File: src/core/serial_ctrl_pkg.sv
package serial_ctrl_pkg;

  // register indices on the plain register port
  localparam logic [2:0] CTRL1_ADDR = 3'h0;
  localparam logic [2:0] CTRL2_ADDR = 3'h1;
  localparam logic [2:0] CTRL3_ADDR = 3'h2;
  localparam logic [2:0] STAT1_ADDR = 3'h3;
  localparam logic [2:0] STAT2_ADDR = 3'h4;
  localparam logic [2:0] DATA_ADDR = 3'h5;
  localparam logic [2:0] BAUD_ADDR = 3'h6;

  // reset values
  localparam logic [7:0] CTRL1_RST = 8'h00;
  localparam logic [7:0] CTRL2_RST = 8'h00;
  localparam logic [7:0] CTRL3_RST = 8'h00;
  localparam logic [7:0] BAUD_RST = 8'h0F;

  // status register one bit positions
  localparam int ST_TX_EMPTY = 7;
  localparam int ST_TX_DONE = 6;
  localparam int ST_RX_FULL = 5;
  localparam int ST_IDLE = 4;
  localparam int ST_OVERRUN = 3;
  localparam int ST_NOISE = 2;
  localparam int ST_FRAMING = 1;
  localparam int ST_PARITY = 0;

  // status register two bit positions
  localparam int ST2_BREAK = 1;
  localparam int ST2_RX_BUSY = 0;

  // timing counts, in oversample ticks and bit times
  localparam logic [3:0] OS_LAST = 4'hF;
  localparam logic [3:0] OS_HALF = 4'h7;
  localparam logic [3:0] LEN_8BIT = 4'hA;
  localparam logic [3:0] LEN_9BIT = 4'hB;

  typedef struct packed {
    logic loopback_select;
    logic module_enable;
    logic transmit_invert;
    logic char_len_nine;
    logic wake_addr_mark;
    logic idle_count_start_select;
    logic parity_enable;
    logic parity_odd;
  } ctrl_one_t;

  typedef struct packed {
    logic tx_irq_enable;
    logic tx_done_irq_enable;
    logic receive_irq_enable;
    logic idle_irq_enable;
    logic tx_enable;
    logic rx_enable;
    logic rx_standby;
    logic send_break;
  } ctrl_two_t;

  typedef struct packed {
    logic rx_ninth;
    logic tx_ninth;
    logic dma_receive_service_enable;
    logic dma_tx_enable;
    logic overrun_irq_enable;
    logic noise_irq_enable;
    logic framing_irq_enable;
    logic parity_irq_enable;
  } ctrl_three_t;

  typedef enum logic [1:0] {RX_IDLE, RX_START, RX_DATA, RX_STOP} rx_state_t;

endpackage

File: src/core/serial_ctrl.sv
// Summary of operation
// DMA data read clears receive full flag
// DMA read alone leaves other flags unchanged
// in DMA mode data read clears full
// receive irq enable off disables DMA service
// status read arms, data read clears errors
// overrun stays, later bytes still load
// wait mode blocks CPU register access
// enabled CPU requests raise wake request
// DMA service works during wait mode
// stop mode freezes state, resumes after
// break with clear allowed: clears stick
// break without allow: flags untouched
// enabled module forces transmit pin output
// enabled module forces receive pin input
// loop mode routes transmitter to receiver
// enable gates logic; clearing sets tx flags
// inversion flips every transmitted level
// length bit selects nine or eight bits
// wake bit selects address mark or idle
// idle type picks where counting starts
// reset clears control register one
// both enables route full flag to DMA
// overrun keeps old data, drops new
// software masks receive irq during error service
//
// The address-and-strobe port and the placing of the registers were left to the implementer.
`timescale 1ns/1ns
`default_nettype none
module serial_ctrl (
  input wire logic REF_CLK, // 250 MHz clock
  input wire logic NRST, // sync reset, active low
  input wire logic [2:0] ADDR, // register index
  input wire logic [7:0] WDATA, // write data
  input wire logic WR, // write strobe
  input wire logic RD, // read strobe
  output logic [7:0] RDATA, // read data, next cycle
  input wire logic DMA_RD, // DMA read of data register
  output logic [7:0] DMA_DATA, // DMA read data, next cycle
  output logic DMA_RX_REQ, // receive DMA service request
  output logic DMA_TX_REQ, // transmit DMA service request
  output logic IRQ_RX, // receiver CPU request
  output logic IRQ_TX, // transmitter CPU request
  output logic IRQ_ERR, // error CPU request
  output logic WAKE_REQ, // any enabled CPU request
  input wire logic WAIT_MODE, // CPU in wait
  input wire logic STOP_MODE, // CPU in stop
  input wire logic DEBUG_BREAK, // debug break state
  input wire logic BREAK_CLEAR_ALLOW, // flag clears allowed in break
  input wire logic PORT_DIR_TX, // port direction, transmit pin
  input wire logic PORT_DATA_TX, // port data, transmit pin
  input wire logic PORT_DIR_RX, // port direction, receive pin
  input wire logic PORT_DATA_RX, // port data, receive pin
  input wire logic SER_IN, // receive pin level
  output logic SER_OUT, // transmit pin drive value
  output logic SER_OUT_OE_N, // transmit pin enable, low drives
  output logic SER_IN_PIN_OUT, // receive pin drive value
  output logic SER_IN_PIN_OE_N // receive pin enable, low drives
);
  import serial_ctrl_pkg::*;

  ctrl_one_t c1_r;
  ctrl_two_t c2_r;
  ctrl_three_t c3_r;
  logic [7:0] baud_r, div_r, rx_data_r, tx_buf_r, arm_r, stat_r;
  logic [5:0] rx_flag_r;
  logic [1:0] tx_flag_r; // tx empty, tx done
  logic [1:0] stat2_r;
  logic [1:0] sync_r;
  logic os_tick, run, cpu_wr, cpu_rd, guard, stat_rd, data_rd, dma_mode;
  logic clr_full, rx_in, en;
  logic [7:0] clr;
  logic [8:0] rx_sh_r;
  logic rx_prev_r, idle_seen_r, rx_done, rx_smp, idle_det, wake_hit;

  function automatic logic par8(input logic [8:0] v, input logic nine);
    par8 = nine ? ^v[7:0] : ^v[6:0];
  endfunction

  assign run = ~STOP_MODE;
  assign stat_r = {tx_flag_r, rx_flag_r};
  assign en = c1_r.module_enable;
  assign cpu_wr = WR & ~WAIT_MODE & run;
  assign cpu_rd = RD & ~WAIT_MODE & run;
  assign guard = DEBUG_BREAK & ~BREAK_CLEAR_ALLOW;
  assign stat_rd = cpu_rd & (ADDR == STAT1_ADDR) & ~guard;
  // DMA reads proceed in wait mode
  assign data_rd = ((cpu_rd & (ADDR == DATA_ADDR)) | (DMA_RD & run))
                   & ~guard;
  assign dma_mode = c2_r.receive_irq_enable
                    & c3_r.dma_receive_service_enable;
  assign clr_full = data_rd & (arm_r[ST_RX_FULL] | dma_mode | DMA_RD);
  always_comb begin
    clr = data_rd ? arm_r : 8'h00;
    clr[ST_RX_FULL] = clr_full;
    clr[ST_TX_EMPTY] = 1'b0;
    clr[ST_TX_DONE] = 1'b0;
  end

  // control registers
  always_ff @(posedge REF_CLK) begin
    if (!NRST) begin
      c1_r <= CTRL1_RST;
      c2_r <= CTRL2_RST;
      c3_r <= CTRL3_RST;
      baud_r <= BAUD_RST;
    end else if (run) begin
      if (cpu_wr && ADDR == CTRL1_ADDR) begin
        c1_r <= WDATA;
        if (!WDATA[6]) begin
          c2_r.tx_irq_enable <= 1'b0;
          c2_r.tx_done_irq_enable <= 1'b0;
        end
      end else if (cpu_wr && ADDR == CTRL2_ADDR) begin
        c2_r <= WDATA;
        if (!en) begin
          c2_r.tx_enable <= c2_r.tx_enable;
          c2_r.rx_enable <= c2_r.rx_enable;
        end
      end else if (cpu_wr && ADDR == CTRL3_ADDR) begin
        c3_r[6:0] <= WDATA[6:0];
      end else if (cpu_wr && ADDR == BAUD_ADDR) begin
        baud_r <= WDATA;
      end
      if (wake_hit)
        c2_r.rx_standby <= 1'b0;
      if (rx_done)
        c3_r.rx_ninth <= rx_sh_r[8];
    end
  end

  // baud divider, gated by module enable
  always_ff @(posedge REF_CLK) begin
    if (!NRST)
      div_r <= 8'h00;
    else if (run) begin
      if (!en || div_r == 8'h00)
        div_r <= baud_r;
      else
        div_r <= div_r - 8'h01;
    end
  end
  assign os_tick = en & (div_r == 8'h00);

  // receive pin synchroniser
  always_ff @(posedge REF_CLK) begin
    if (!NRST)
      sync_r <= 2'b11;
    else
      sync_r <= {sync_r[0], SER_IN};
  end

  // receiver
  rx_state_t rx_st_r;
  logic [3:0] rx_ph_r, rx_bit_r, idle_cnt_r;
  logic [3:0] char_len;
  logic [3:0] tx_cnt_r;
  logic [10:0] tx_sh_r;
  logic tx_line;

  assign tx_line = (tx_cnt_r != 4'h0) ? tx_sh_r[0] : 1'b1;
  assign rx_in = c1_r.loopback_select ? tx_line : sync_r[1];
  assign char_len = c1_r.char_len_nine ? LEN_9BIT : LEN_8BIT;
  assign rx_smp = os_tick & c2_r.rx_enable & (rx_ph_r == OS_LAST);
  assign rx_done = rx_smp & (rx_st_r == RX_STOP);
  assign idle_det = rx_smp & (rx_st_r == RX_IDLE) & rx_in & ~idle_seen_r
                    & (idle_cnt_r == char_len - 4'h1);
  assign wake_hit = c2_r.rx_standby &
                    (c1_r.wake_addr_mark ? rx_done & rx_sh_r[8]
                                         : idle_det);

  always_ff @(posedge REF_CLK) begin
    if (!NRST) begin
      rx_st_r <= RX_IDLE;
      rx_ph_r <= 4'h0;
      rx_bit_r <= 4'h0;
      rx_sh_r <= 9'h000;
      rx_prev_r <= 1'b1;
    end else if (run) begin
      if (!en || !c2_r.rx_enable) begin
        rx_st_r <= RX_IDLE;
      end else if (os_tick) begin
        rx_ph_r <= rx_ph_r + 4'h1;
        rx_prev_r <= rx_in;
        case (rx_st_r)
          RX_IDLE: begin
            if (!rx_in) begin
              rx_st_r <= RX_START;
              rx_ph_r <= 4'h0;
            end
          end
          RX_START: begin
            if (rx_ph_r == OS_HALF) begin
              rx_ph_r <= 4'h0;
              rx_bit_r <= 4'h0;
              rx_st_r <= rx_in ? RX_IDLE : RX_DATA;
            end
          end
          RX_DATA: begin
            if (rx_ph_r == OS_LAST) begin
              rx_sh_r <= {rx_in, rx_sh_r[8:1]};
              rx_bit_r <= rx_bit_r + 4'h1;
              if (rx_bit_r == char_len - 4'h3)
                rx_st_r <= RX_STOP;
            end
          end
          RX_STOP: begin
            if (rx_ph_r == OS_LAST)
              rx_st_r <= RX_IDLE;
          end
          default: rx_st_r <= RX_IDLE;
        endcase
      end
    end
  end

  // idle line counting
  always_ff @(posedge REF_CLK) begin
    if (!NRST) begin
      idle_cnt_r <= 4'h0;
      idle_seen_r <= 1'b0;
    end else if (run) begin
      if (rx_smp) begin
        if (!rx_in)
          idle_cnt_r <= 4'h0;
        else if (rx_st_r == RX_STOP && c1_r.idle_count_start_select)
          idle_cnt_r <= 4'h0;
        else if (idle_cnt_r != LEN_9BIT)
          idle_cnt_r <= idle_cnt_r + 4'h1;
        if (idle_det)
          idle_seen_r <= 1'b1;
      end
      if (rx_st_r == RX_START)
        idle_seen_r <= 1'b0;
    end
  end

  // receive data and status flags
  logic accept, full_eff, rx_noise, rx_par, rx_brk;
  logic [7:0] set;
  assign accept = ~c2_r.rx_standby | wake_hit;
  assign full_eff = stat_r[ST_RX_FULL] & ~clr_full;
  assign rx_noise = rx_smp & (rx_st_r != RX_IDLE) & (rx_in != rx_prev_r);
  assign rx_par = c1_r.parity_enable &
                  ((c1_r.char_len_nine ? rx_sh_r[8] : rx_sh_r[7])
                   ^ par8({rx_sh_r[7:0], 1'b0} >> 1, 1'b1)
                   ^ c1_r.parity_odd);
  assign rx_brk = rx_done & ~rx_in & (rx_sh_r == 9'h000);

  always_comb begin
    set = 8'h00;
    set[ST_RX_FULL] = rx_done & accept & ~full_eff;
    set[ST_OVERRUN] = rx_done & accept & full_eff;
    set[ST_IDLE] = idle_det & ~c2_r.rx_standby;
    set[ST_NOISE] = rx_noise & accept;
    set[ST_FRAMING] = rx_done & accept & ~rx_in;
    set[ST_PARITY] = rx_done & accept & rx_par;
  end

  always_ff @(posedge REF_CLK) begin
    if (!NRST) begin
      rx_data_r <= 8'h00;
      rx_flag_r <= 6'h00;
      stat2_r <= 2'b00;
      arm_r <= 8'h00;
    end else if (run) begin
      if (set[ST_RX_FULL])
        rx_data_r <= c1_r.char_len_nine ? rx_sh_r[7:0] : rx_sh_r[8:1];
      // set wins over clear
      rx_flag_r <= (rx_flag_r & ~clr[5:0]) | set[5:0];
      if (rx_brk)
        stat2_r[ST2_BREAK] <= 1'b1;
      else if (rx_smp && rx_in && rx_st_r == RX_IDLE && !guard)
        stat2_r[ST2_BREAK] <= 1'b0;
      stat2_r[ST2_RX_BUSY] <= (rx_st_r != RX_IDLE);
      if (stat_rd)
        arm_r <= {2'b00, stat_r[5:0]};
      else if (data_rd)
        arm_r <= 8'h00;
    end
  end

  // transmitter
  logic [3:0] tx_ph_r;
  logic tx_pend_r, te_prev_r, tx_load, tx_wr;
  logic [8:0] tx_char;
  assign tx_wr = cpu_wr & (ADDR == DATA_ADDR);
  assign tx_load = os_tick & c2_r.tx_enable & (tx_cnt_r == 4'h0)
                   & (c2_r.send_break | tx_pend_r | ~stat_r[ST_TX_EMPTY]);
  always_comb begin
    tx_char = {c3_r.tx_ninth, tx_buf_r};
    if (c1_r.parity_enable && c1_r.char_len_nine)
      tx_char[8] = par8(tx_char, 1'b1) ^ c1_r.parity_odd;
    else if (c1_r.parity_enable)
      tx_char[7] = par8(tx_char, 1'b0) ^ c1_r.parity_odd;
    if (!c1_r.char_len_nine)
      tx_char[8] = 1'b1;
  end

  always_ff @(posedge REF_CLK) begin
    if (!NRST) begin
      tx_buf_r <= 8'h00;
      tx_sh_r <= 11'h7FF;
      tx_cnt_r <= 4'h0;
      tx_ph_r <= 4'h0;
      tx_pend_r <= 1'b0;
      te_prev_r <= 1'b0;
      tx_flag_r <= 2'b11;
    end else if (run) begin
      te_prev_r <= c2_r.tx_enable;
      if (tx_wr)
        tx_buf_r <= WDATA;
      if (c2_r.tx_enable && !te_prev_r)
        tx_pend_r <= 1'b1;
      if (tx_load) begin
        tx_ph_r <= 4'h0;
        tx_cnt_r <= char_len;
        if (c2_r.send_break)
          tx_sh_r <= 11'h000;
        else if (tx_pend_r) begin
          tx_sh_r <= 11'h7FF;
          tx_pend_r <= 1'b0;
        end else
          tx_sh_r <= {1'b1, tx_char, 1'b0};
      end else if (os_tick && tx_cnt_r != 4'h0) begin
        tx_ph_r <= tx_ph_r + 4'h1;
        if (tx_ph_r == OS_LAST) begin
          tx_sh_r <= {1'b1, tx_sh_r[10:1]};
          tx_cnt_r <= tx_cnt_r - 4'h1;
        end
      end
      if (!en)
        tx_flag_r <= 2'b11;
      else begin
        if (tx_wr)
          tx_flag_r[1] <= 1'b0;
        else if (tx_load && !c2_r.send_break && !tx_pend_r)
          tx_flag_r[1] <= 1'b1;
        tx_flag_r[0] <= ~tx_wr & (tx_cnt_r == 4'h0)
                              & stat_r[ST_TX_EMPTY] & ~tx_pend_r;
      end
    end
  end

  // requests, pins and read data
  logic irq_rx, irq_tx, irq_err;
  assign irq_rx = c2_r.receive_irq_enable & ~c3_r.dma_receive_service_enable
                  & ~c2_r.rx_standby & (stat_r[ST_RX_FULL]
                  | (c2_r.idle_irq_enable & stat_r[ST_IDLE]));
  assign irq_tx = (c2_r.tx_irq_enable & ~c3_r.dma_tx_enable
                   & stat_r[ST_TX_EMPTY])
                  | (c2_r.tx_done_irq_enable & stat_r[ST_TX_DONE]);
  assign irq_err = (c3_r.overrun_irq_enable & stat_r[ST_OVERRUN])
                   | (c3_r.noise_irq_enable & stat_r[ST_NOISE])
                   | (c3_r.framing_irq_enable & stat_r[ST_FRAMING])
                   | (c3_r.parity_irq_enable & stat_r[ST_PARITY]);

  always_ff @(posedge REF_CLK) begin
    if (!NRST) begin
      IRQ_RX <= 1'b0;
      IRQ_TX <= 1'b0;
      IRQ_ERR <= 1'b0;
      WAKE_REQ <= 1'b0;
      DMA_RX_REQ <= 1'b0;
      DMA_TX_REQ <= 1'b0;
      SER_OUT <= 1'b1;
      SER_OUT_OE_N <= 1'b1;
      SER_IN_PIN_OUT <= 1'b0;
      SER_IN_PIN_OE_N <= 1'b1;
    end else begin
      IRQ_RX <= irq_rx;
      IRQ_TX <= irq_tx;
      IRQ_ERR <= irq_err;
      WAKE_REQ <= irq_rx | irq_tx | irq_err;
      DMA_RX_REQ <= dma_mode & stat_r[ST_RX_FULL];
      DMA_TX_REQ <= c2_r.tx_irq_enable & c3_r.dma_tx_enable
                    & stat_r[ST_TX_EMPTY];
      SER_OUT <= en ? tx_line ^ c1_r.transmit_invert : PORT_DATA_TX;
      SER_OUT_OE_N <= en ? 1'b0 : ~PORT_DIR_TX;
      SER_IN_PIN_OUT <= PORT_DATA_RX;
      SER_IN_PIN_OE_N <= en ? 1'b1 : ~PORT_DIR_RX;
    end
  end

  always_ff @(posedge REF_CLK) begin
    if (!NRST) begin
      RDATA <= 8'h00;
      DMA_DATA <= 8'h00;
    end else if (run) begin
      if (DMA_RD)
        DMA_DATA <= rx_data_r;
      if (!cpu_rd)
        RDATA <= 8'h00;
      else if (ADDR == CTRL1_ADDR)
        RDATA <= c1_r;
      else if (ADDR == CTRL2_ADDR)
        RDATA <= c2_r;
      else if (ADDR == CTRL3_ADDR)
        RDATA <= c3_r;
      else if (ADDR == STAT1_ADDR)
        RDATA <= stat_r;
      else if (ADDR == STAT2_ADDR)
        RDATA <= {6'h00, stat2_r};
      else if (ADDR == DATA_ADDR)
        RDATA <= rx_data_r;
      else if (ADDR == BAUD_ADDR)
        RDATA <= baud_r;
      else
        RDATA <= 8'h00;
    end
  end

endmodule
`default_nettype wire

File: config.mk
export PLATFORM = sky130hd
export DESIGN_NAME = serial_ctrl
export DESIGN_NICKNAME = d
export VERILOG_FILES = /design/src/core/serial_ctrl_pkg.sv /design/src/core/serial_ctrl.sv
export SDC_FILE = /design/constraint.sdc
export NUM_CORES = 1
export LEC_CHECK = 0
export BUFFER_PORTS_ARGS = -buffer_cell sky130_fd_sc_hd__buf_4
export CORE_MARGIN = 2
export CORE_UTILIZATION = 55
export DETAILED_ROUTE_END_ITERATION = 12
export PLACE_DENSITY = 0.76
export REMOVE_ABC_BUFFERS = 1
export SYNTH_ARGS = -nofsm -noshare
export SYNTH_HDL_FRONTEND = slang
export SYNTH_SLANG_ARGS = --single-unit
File: constraint.sdc
create_clock -name REF_CLK -period 4.37 [get_ports REF_CLK]
set_clock_uncertainty 0.1 [all_clocks]
set_input_delay 0.6555 -clock REF_CLK [delete_from_list [all_inputs] [get_ports REF_CLK]]
set_output_delay 0.6555 -clock REF_CLK [all_outputs]
set_load 0.02 [all_outputs]
After elaboration in Yosys (flattened, before gate mapping). Index checks and enable logic that the tools add are counted.

Add/sub/neg operators: 8. Equal/unequal tests: 27. Muxes and demuxes: 70. Bitwise operators: 98. Reductions and logical operators: 64.

Operators with widths (number): $mux W8 (11); $and A1 B1 Y1 (56); $mux W4 (12); $mux W11 (4); $mux W2 (13); $mux W1 (23); $reduce_bool A2 Y1 (11); $not A1 Y1 (21); $reduce_and A3 Y1 (7); $reduce_and A2 Y1 (9); $add A4 B1 Y4 const B (4); $pmux W4 S2 (2); $reduce_xor A8 Y1 (2); $ne A3 B3 Y1 const B (5); $logic_and A1 B1 Y1 (13); $or A1 B1 Y1 (13); $mux W6 (2); $mux W10 (1); $reduce_and A5 Y1 (2); $eq A3 B3 Y1 const B (3); $logic_not A9 Y1 (1); $eq A4 B4 Y1 (2); $eq A4 B4 Y1 const B (2); $logic_not A8 Y1 (1); other kinds (29) (47).

Register bits after elaboration: 146. Output and inout bits: 26.

Depth between registers and ports, before layout.
Depth in word-level cells: 14. Depth in mapped cells: 10. Gate-level depth less buffers: 8.

Least setup slack after synthesis. OpenSTA, ideal clock, no wires.

Path type: register -> register. Start: reg div_r[2]. End: reg rx_data_r[7]. Library setup time: 0.079 ns. Arrival time: 2.448 ns. Data required time: 4.191 ns. Path slack: 1.743 ns. Stages on the path, launching flop included: 8. Period minus slack after synthesis: 2.627 ns. Cell sequence: dfxtp_1 -> or4_4 -> or3_4 -> o31a_1 -> a2111oi_4 -> buf_6 -> nor2_1 -> a211oi_2.

Word-level cells in the longest chain between the ends: 14.

RTL lines: from (decl) (RTL line serial_ctrl.sv:65) `logic [7:0] baud_r, div_r, rx_data_r, tx_buf_r, arm_r, stat_r;`; from (signal assigned) (RTL line serial_ctrl.sv:138) `div_r <= baud_r;`; from (signal assigned) (RTL line serial_ctrl.sv:140) `div_r <= div_r - 8'h01;`; $logic_not A8 Y1 (*) (RTL line serial_ctrl.sv:143) `assign os_tick = en & (div_r == 8'h00);`; $and A1 B1 Y1 (*) (RTL line serial_ctrl.sv:143); $and A1 B1 Y1 (*) (2 in a row) (RTL line serial_ctrl.sv:164) `assign rx_smp = os_tick & c2_r.rx_enable & (rx_ph_r == OS_LAST);`; $and A1 B1 Y1 (3 in a row) (RTL line serial_ctrl.sv:166) `assign idle_det = rx_smp & (rx_st_r == RX_IDLE) & rx_in & ~idle_seen_r`; $and A1 B1 Y1 (RTL line serial_ctrl.sv:167) `& (idle_cnt_r == char_len - 4'h1);`; $mux W1 (RTL line serial_ctrl.sv:169) `(c1_r.wake_addr_mark ? rx_done & rx_sh_r[8]`; $and A1 B1 Y1 (RTL line serial_ctrl.sv:168) `assign wake_hit = c2_r.rx_standby &`; $or A1 B1 Y1 (RTL line serial_ctrl.sv:241) `assign accept = ~c2_r.rx_standby | wake_hit;`; $and A1 B1 Y1 (*) (2 in a row) (RTL line serial_ctrl.sv:252) `set[ST_RX_FULL] = rx_done & accept & ~full_eff;`; $reduce_and A2 Y1 (no source line) (*); to (signal assigned) (RTL line serial_ctrl.sv:268) `rx_data_r <= c1_r.char_len_nine ? rx_sh_r[7:0] : rx_sh_r[8:1];`; to (decl) (RTL line serial_ctrl.sv:65).

Every way passes the cells marked *; elsewhere a longest branch is shown, timed or not. A chain may end at the register's enable or synchronous reset.

Worst setup path in the final report.
Start: reg tx_cnt_r[0]. End: reg rx_data_r[0].

Word-level cells in the longest chain between the ends: 12.

RTL lines: from (decl) (RTL line serial_ctrl.sv:157) `logic [3:0] tx_cnt_r;`; from (signal assigned) (RTL line serial_ctrl.sv:317) `tx_cnt_r <= char_len;`; from (signal assigned) (RTL line serial_ctrl.sv:329) `tx_cnt_r <= tx_cnt_r - 4'h1;`; $reduce_bool A4 Y1 (RTL line serial_ctrl.sv:161) `assign tx_line = (tx_cnt_r != 4'h0) ? tx_sh_r[0] : 1'b1;`; $mux W1 (RTL line serial_ctrl.sv:161); $mux W1 (RTL line serial_ctrl.sv:162) `assign rx_in = c1_r.loopback_select ? tx_line : sync_r[1];`; $and A1 B1 Y1 (2 in a row) (RTL line serial_ctrl.sv:166); $and A1 B1 Y1 (RTL line serial_ctrl.sv:167); $mux W1 (RTL line serial_ctrl.sv:169); $and A1 B1 Y1 (RTL line serial_ctrl.sv:168); $or A1 B1 Y1 (RTL line serial_ctrl.sv:241); $and A1 B1 Y1 (2 in a row) (RTL line serial_ctrl.sv:252); $reduce_and A2 Y1 (no source line).

Every way passes these cells.

==> metrics.yaml <==
fillers: 1121
cts_resized: 0
clk_latency_ns: 0.43
crit_end: "rx_data_r[0]"
cp_slowest_cell: "a2111oi_4"
synth_async_sr_flop_share_pct: 0
cp-startpoint: "tx_cnt_r[0]"
worstPathRequired_ns: 4.61
syn_inst: 864
grt_max_degree: 54
reg2reg_depth: 8
timing.fmax_mhz: 308
nets: 925
antenna_found_initial: 0
fin_crit_ns: 3.24
r2r-start: "tx_cnt_r[0]"
grt_pass1_wl_mm: 31.0
routabilityCongestion: 0.954
leakagePower_nw: 3.00
power.density_nw_per_um2: 364
ios: 51
postCtsHoldBufs: 0
fin_cells: 1072
grt_pass1_vias: 6103
grt_usage_pct: 27.8
post-route-period-util_pct: 74.2
syn_area_per_cell_um2: 8.20
syn-cell-area_um2: 7080
die_h_um: 117
worstSetupPathType: "flip-flop to flip-flop"
ant_nets: 0
numCtsBuffers: 17
worst_setup_path_end_kind: "flip-flop"
post-route-drc-count: 0
max_cap_viol_count: 0
place_inst: 1041
chipWidth_um: 117
overflow: 0
path_cells: "inv_1 > ha_1 > nor4bb_1 > or3b_2 > nand4b_1 > a2111oi_4 > nor2_1 > a211oi_1"
synthToLayoutAreaGrowth_pct: 14.5
cp_slowest_stage_delay_ns: 0.88
synth_top_area_share_pct: 41.3
dr_total_vias: 6445
cts_tree: "done"
tns_ns: 0
viasPerCell: 6.01
std_cell_rows: 41
synth-edff-count: 0
dieArea_um2: 13800
yosysTopAreaCell: "dfxtp_1"
ys.warnings.count: 0
hpwl_mm: 13.0
crit_path_max_fanout: 16
tightestPinTransition_ns: 0.934
ys_seq_area_share_pct: 41.3
yosysUniqueCellTypes: 57
hp-class: "flip-flop to flip-flop"
finalMaxSlewViolations: 0
holdWs_ns: 0.306
r2r_setup_slack_ns: 1.13
htreeDepth: 4
numPortBuffers: 50
diodes: 0
first_iter_violations: 718
final-hold-violation-count: 0
outcome: "finished, final reports clean"
clock-root-buffer: "clkbuf_16"
wirelength_mm: 18.8
core_area_um2: 12600
clockBufferDepth: 2
setup_viol: 0
worst_setup_path_start_kind: "flip-flop"
drive_gt1_share_pct: 12.2
synthTopCellsByArea: "dfxtp_1 (41%), mux2i_1 (7.5%), nand2_1 (5.9%), nor2_1 (5.5%), a21oi_1 (4.9%)"
synthFlopType: "dfxtp_1"
cts_sinks: 146
drtPass1Iterations: 7
start_util_pct: 56.1
vdd_ir_drop_max_uv: 220
path_clk_slew_ns: 0.06
ys_seq_elements: 146
rsz0062_at_grt: "false"
arrival_ns: 3.49
relSlewSlack_pct: 37.7
wl_per_cell_um: 17.5
rr_endpoint: "rx_data_r[0]"
cts_setup_buffers: 0
==> Yosys cell counts (7+ instances only) <==
cell type / count
nand2b_1: 13
nand3_1: 33
a21oi_1: 69
a211oi_1: 19
nor3_1: 21
inv_1: 23
nor2_1: 103
dfxtp_1: 146
a31oi_1: 12
xor2_1: 7
ha_1: 12
nor3b_1: 7
o21ai_0: 45
xnor2_1: 14
mux2i_1: 53
nand4_1: 10
clkbuf_1: 46
nor2b_1: 10
nand2_1: 112
==> worst min path at each step <==
stage                      startpoint      endpoint  slack (ns)  cells past startpoint
after floorplan             sync_r[0]     sync_r[1]        0.29                      1
after global placement      sync_r[0]     sync_r[1]        0.29                      1
after detailed placement    sync_r[0]     sync_r[1]        0.30                      1
after global routing      PORT_DIR_TX  SER_OUT_OE_N        0.30                      2
after CTS                 PORT_DIR_TX  SER_OUT_OE_N        0.30                      2
final                       sync_r[0]     sync_r[1]        0.31                      1
==> registers in the layout (all words and copies together), names as in the netlist, 6 cells and up <==
register / cells
c1_r: 7
RDATA: 8
tx_buf_r: 8
rx_flag_r: 6
rx_data_r: 8
tx_sh_r: 11
c3_r: 8
arm_r: 6
div_r: 8
rx_sh_r: 9
c2_r: 8
baud_r: 8
DMA_DATA: 8
==> cell families after synthesis <==
logic type	count (synthesis)	synth area share (%)
buf+inv	76	4.13
fa+ha+maj	12	2.12
mux	58	8.60
compound gates	193	17.2
simple gates	358	24.1
flops	146	41.3
xor+xnor	21	2.60
==> final cells by class <==
class	count	area, um2	share of cell area (%)
clock buffer	21	470	5.80
clock inverter	10	109	1.34
sequential	146	2920	36.1
multi-input combinational	642	3870	47.7
inverter	23	86.3	1.07
timing repair buffer	58	435	5.37
tap	172	215	2.66
==> report_power, final <==
group          total (W)  internal, W  switching [W]
logic           0.000162    0.0000559       0.000106
clock network    0.00143     0.000876       0.000553
registers        0.00136      0.00134      0.0000125
total            0.00295      0.00228       0.000672
==> critical path, delay by kind of cell (launching register included) <==
family	cells	cell delay, ns
flip-flops	1	0.34
buffers and inverters	1	0.11
AO/OA/AOI/OAI	2	1.11
AND/OR/NAND/NOR	4	1.33
adder cells (fa/ha/maj)	1	0.16
==> through the flow <==
stage	cell area, um2	util [%]	setup WS [ns]	power [W]
after global placement	7530	59.6	1.17	0.00154
after CTS	8110	64.2	1.24	0.00296
after floorplan	6880	-	1.32	0.00146
after detailed placement	7530	59.6	1.07	0.00154
final	8110	64.2	1.13	0.00295
after global routing	8110	64.2	0.923	0.00303
==> routing by layer <==
metal | vias up | part of all wire (%) | GRT usage, %
met3 | 54 | 7.4 | 5.62
met4 | 0 | 3.1 | 13.1
met5 | - | 0 | 0
li1 | 3111 | - | -
met2 | 276 | 44 | 41.2
met1 | 3004 | 46 | 38.9
==> cell usage in the layout (no fill, tap or decap), types with 12 or more instances in the layout <==
cell / Yosys / final
clkbuf_16: 0 / 17
inv_1: 23 / 22
nor3_1: 21 / 21
a31oi_1: 12 / 12
buf_4: 0 / 58
nand2_1: 112 / 112
mux2i_1: 53 / 53
a21oi_1: 69 / 69
xnor2_1: 14 / 14
nand3_1: 33 / 33
nor2_1: 103 / 103
dfxtp_1: 146 / 146
ha_1: 12 / 12
o21ai_0: 45 / 45
nand2b_1: 13 / 13
a211oi_1: 19 / 19
(Power assumes the default switching activity.)
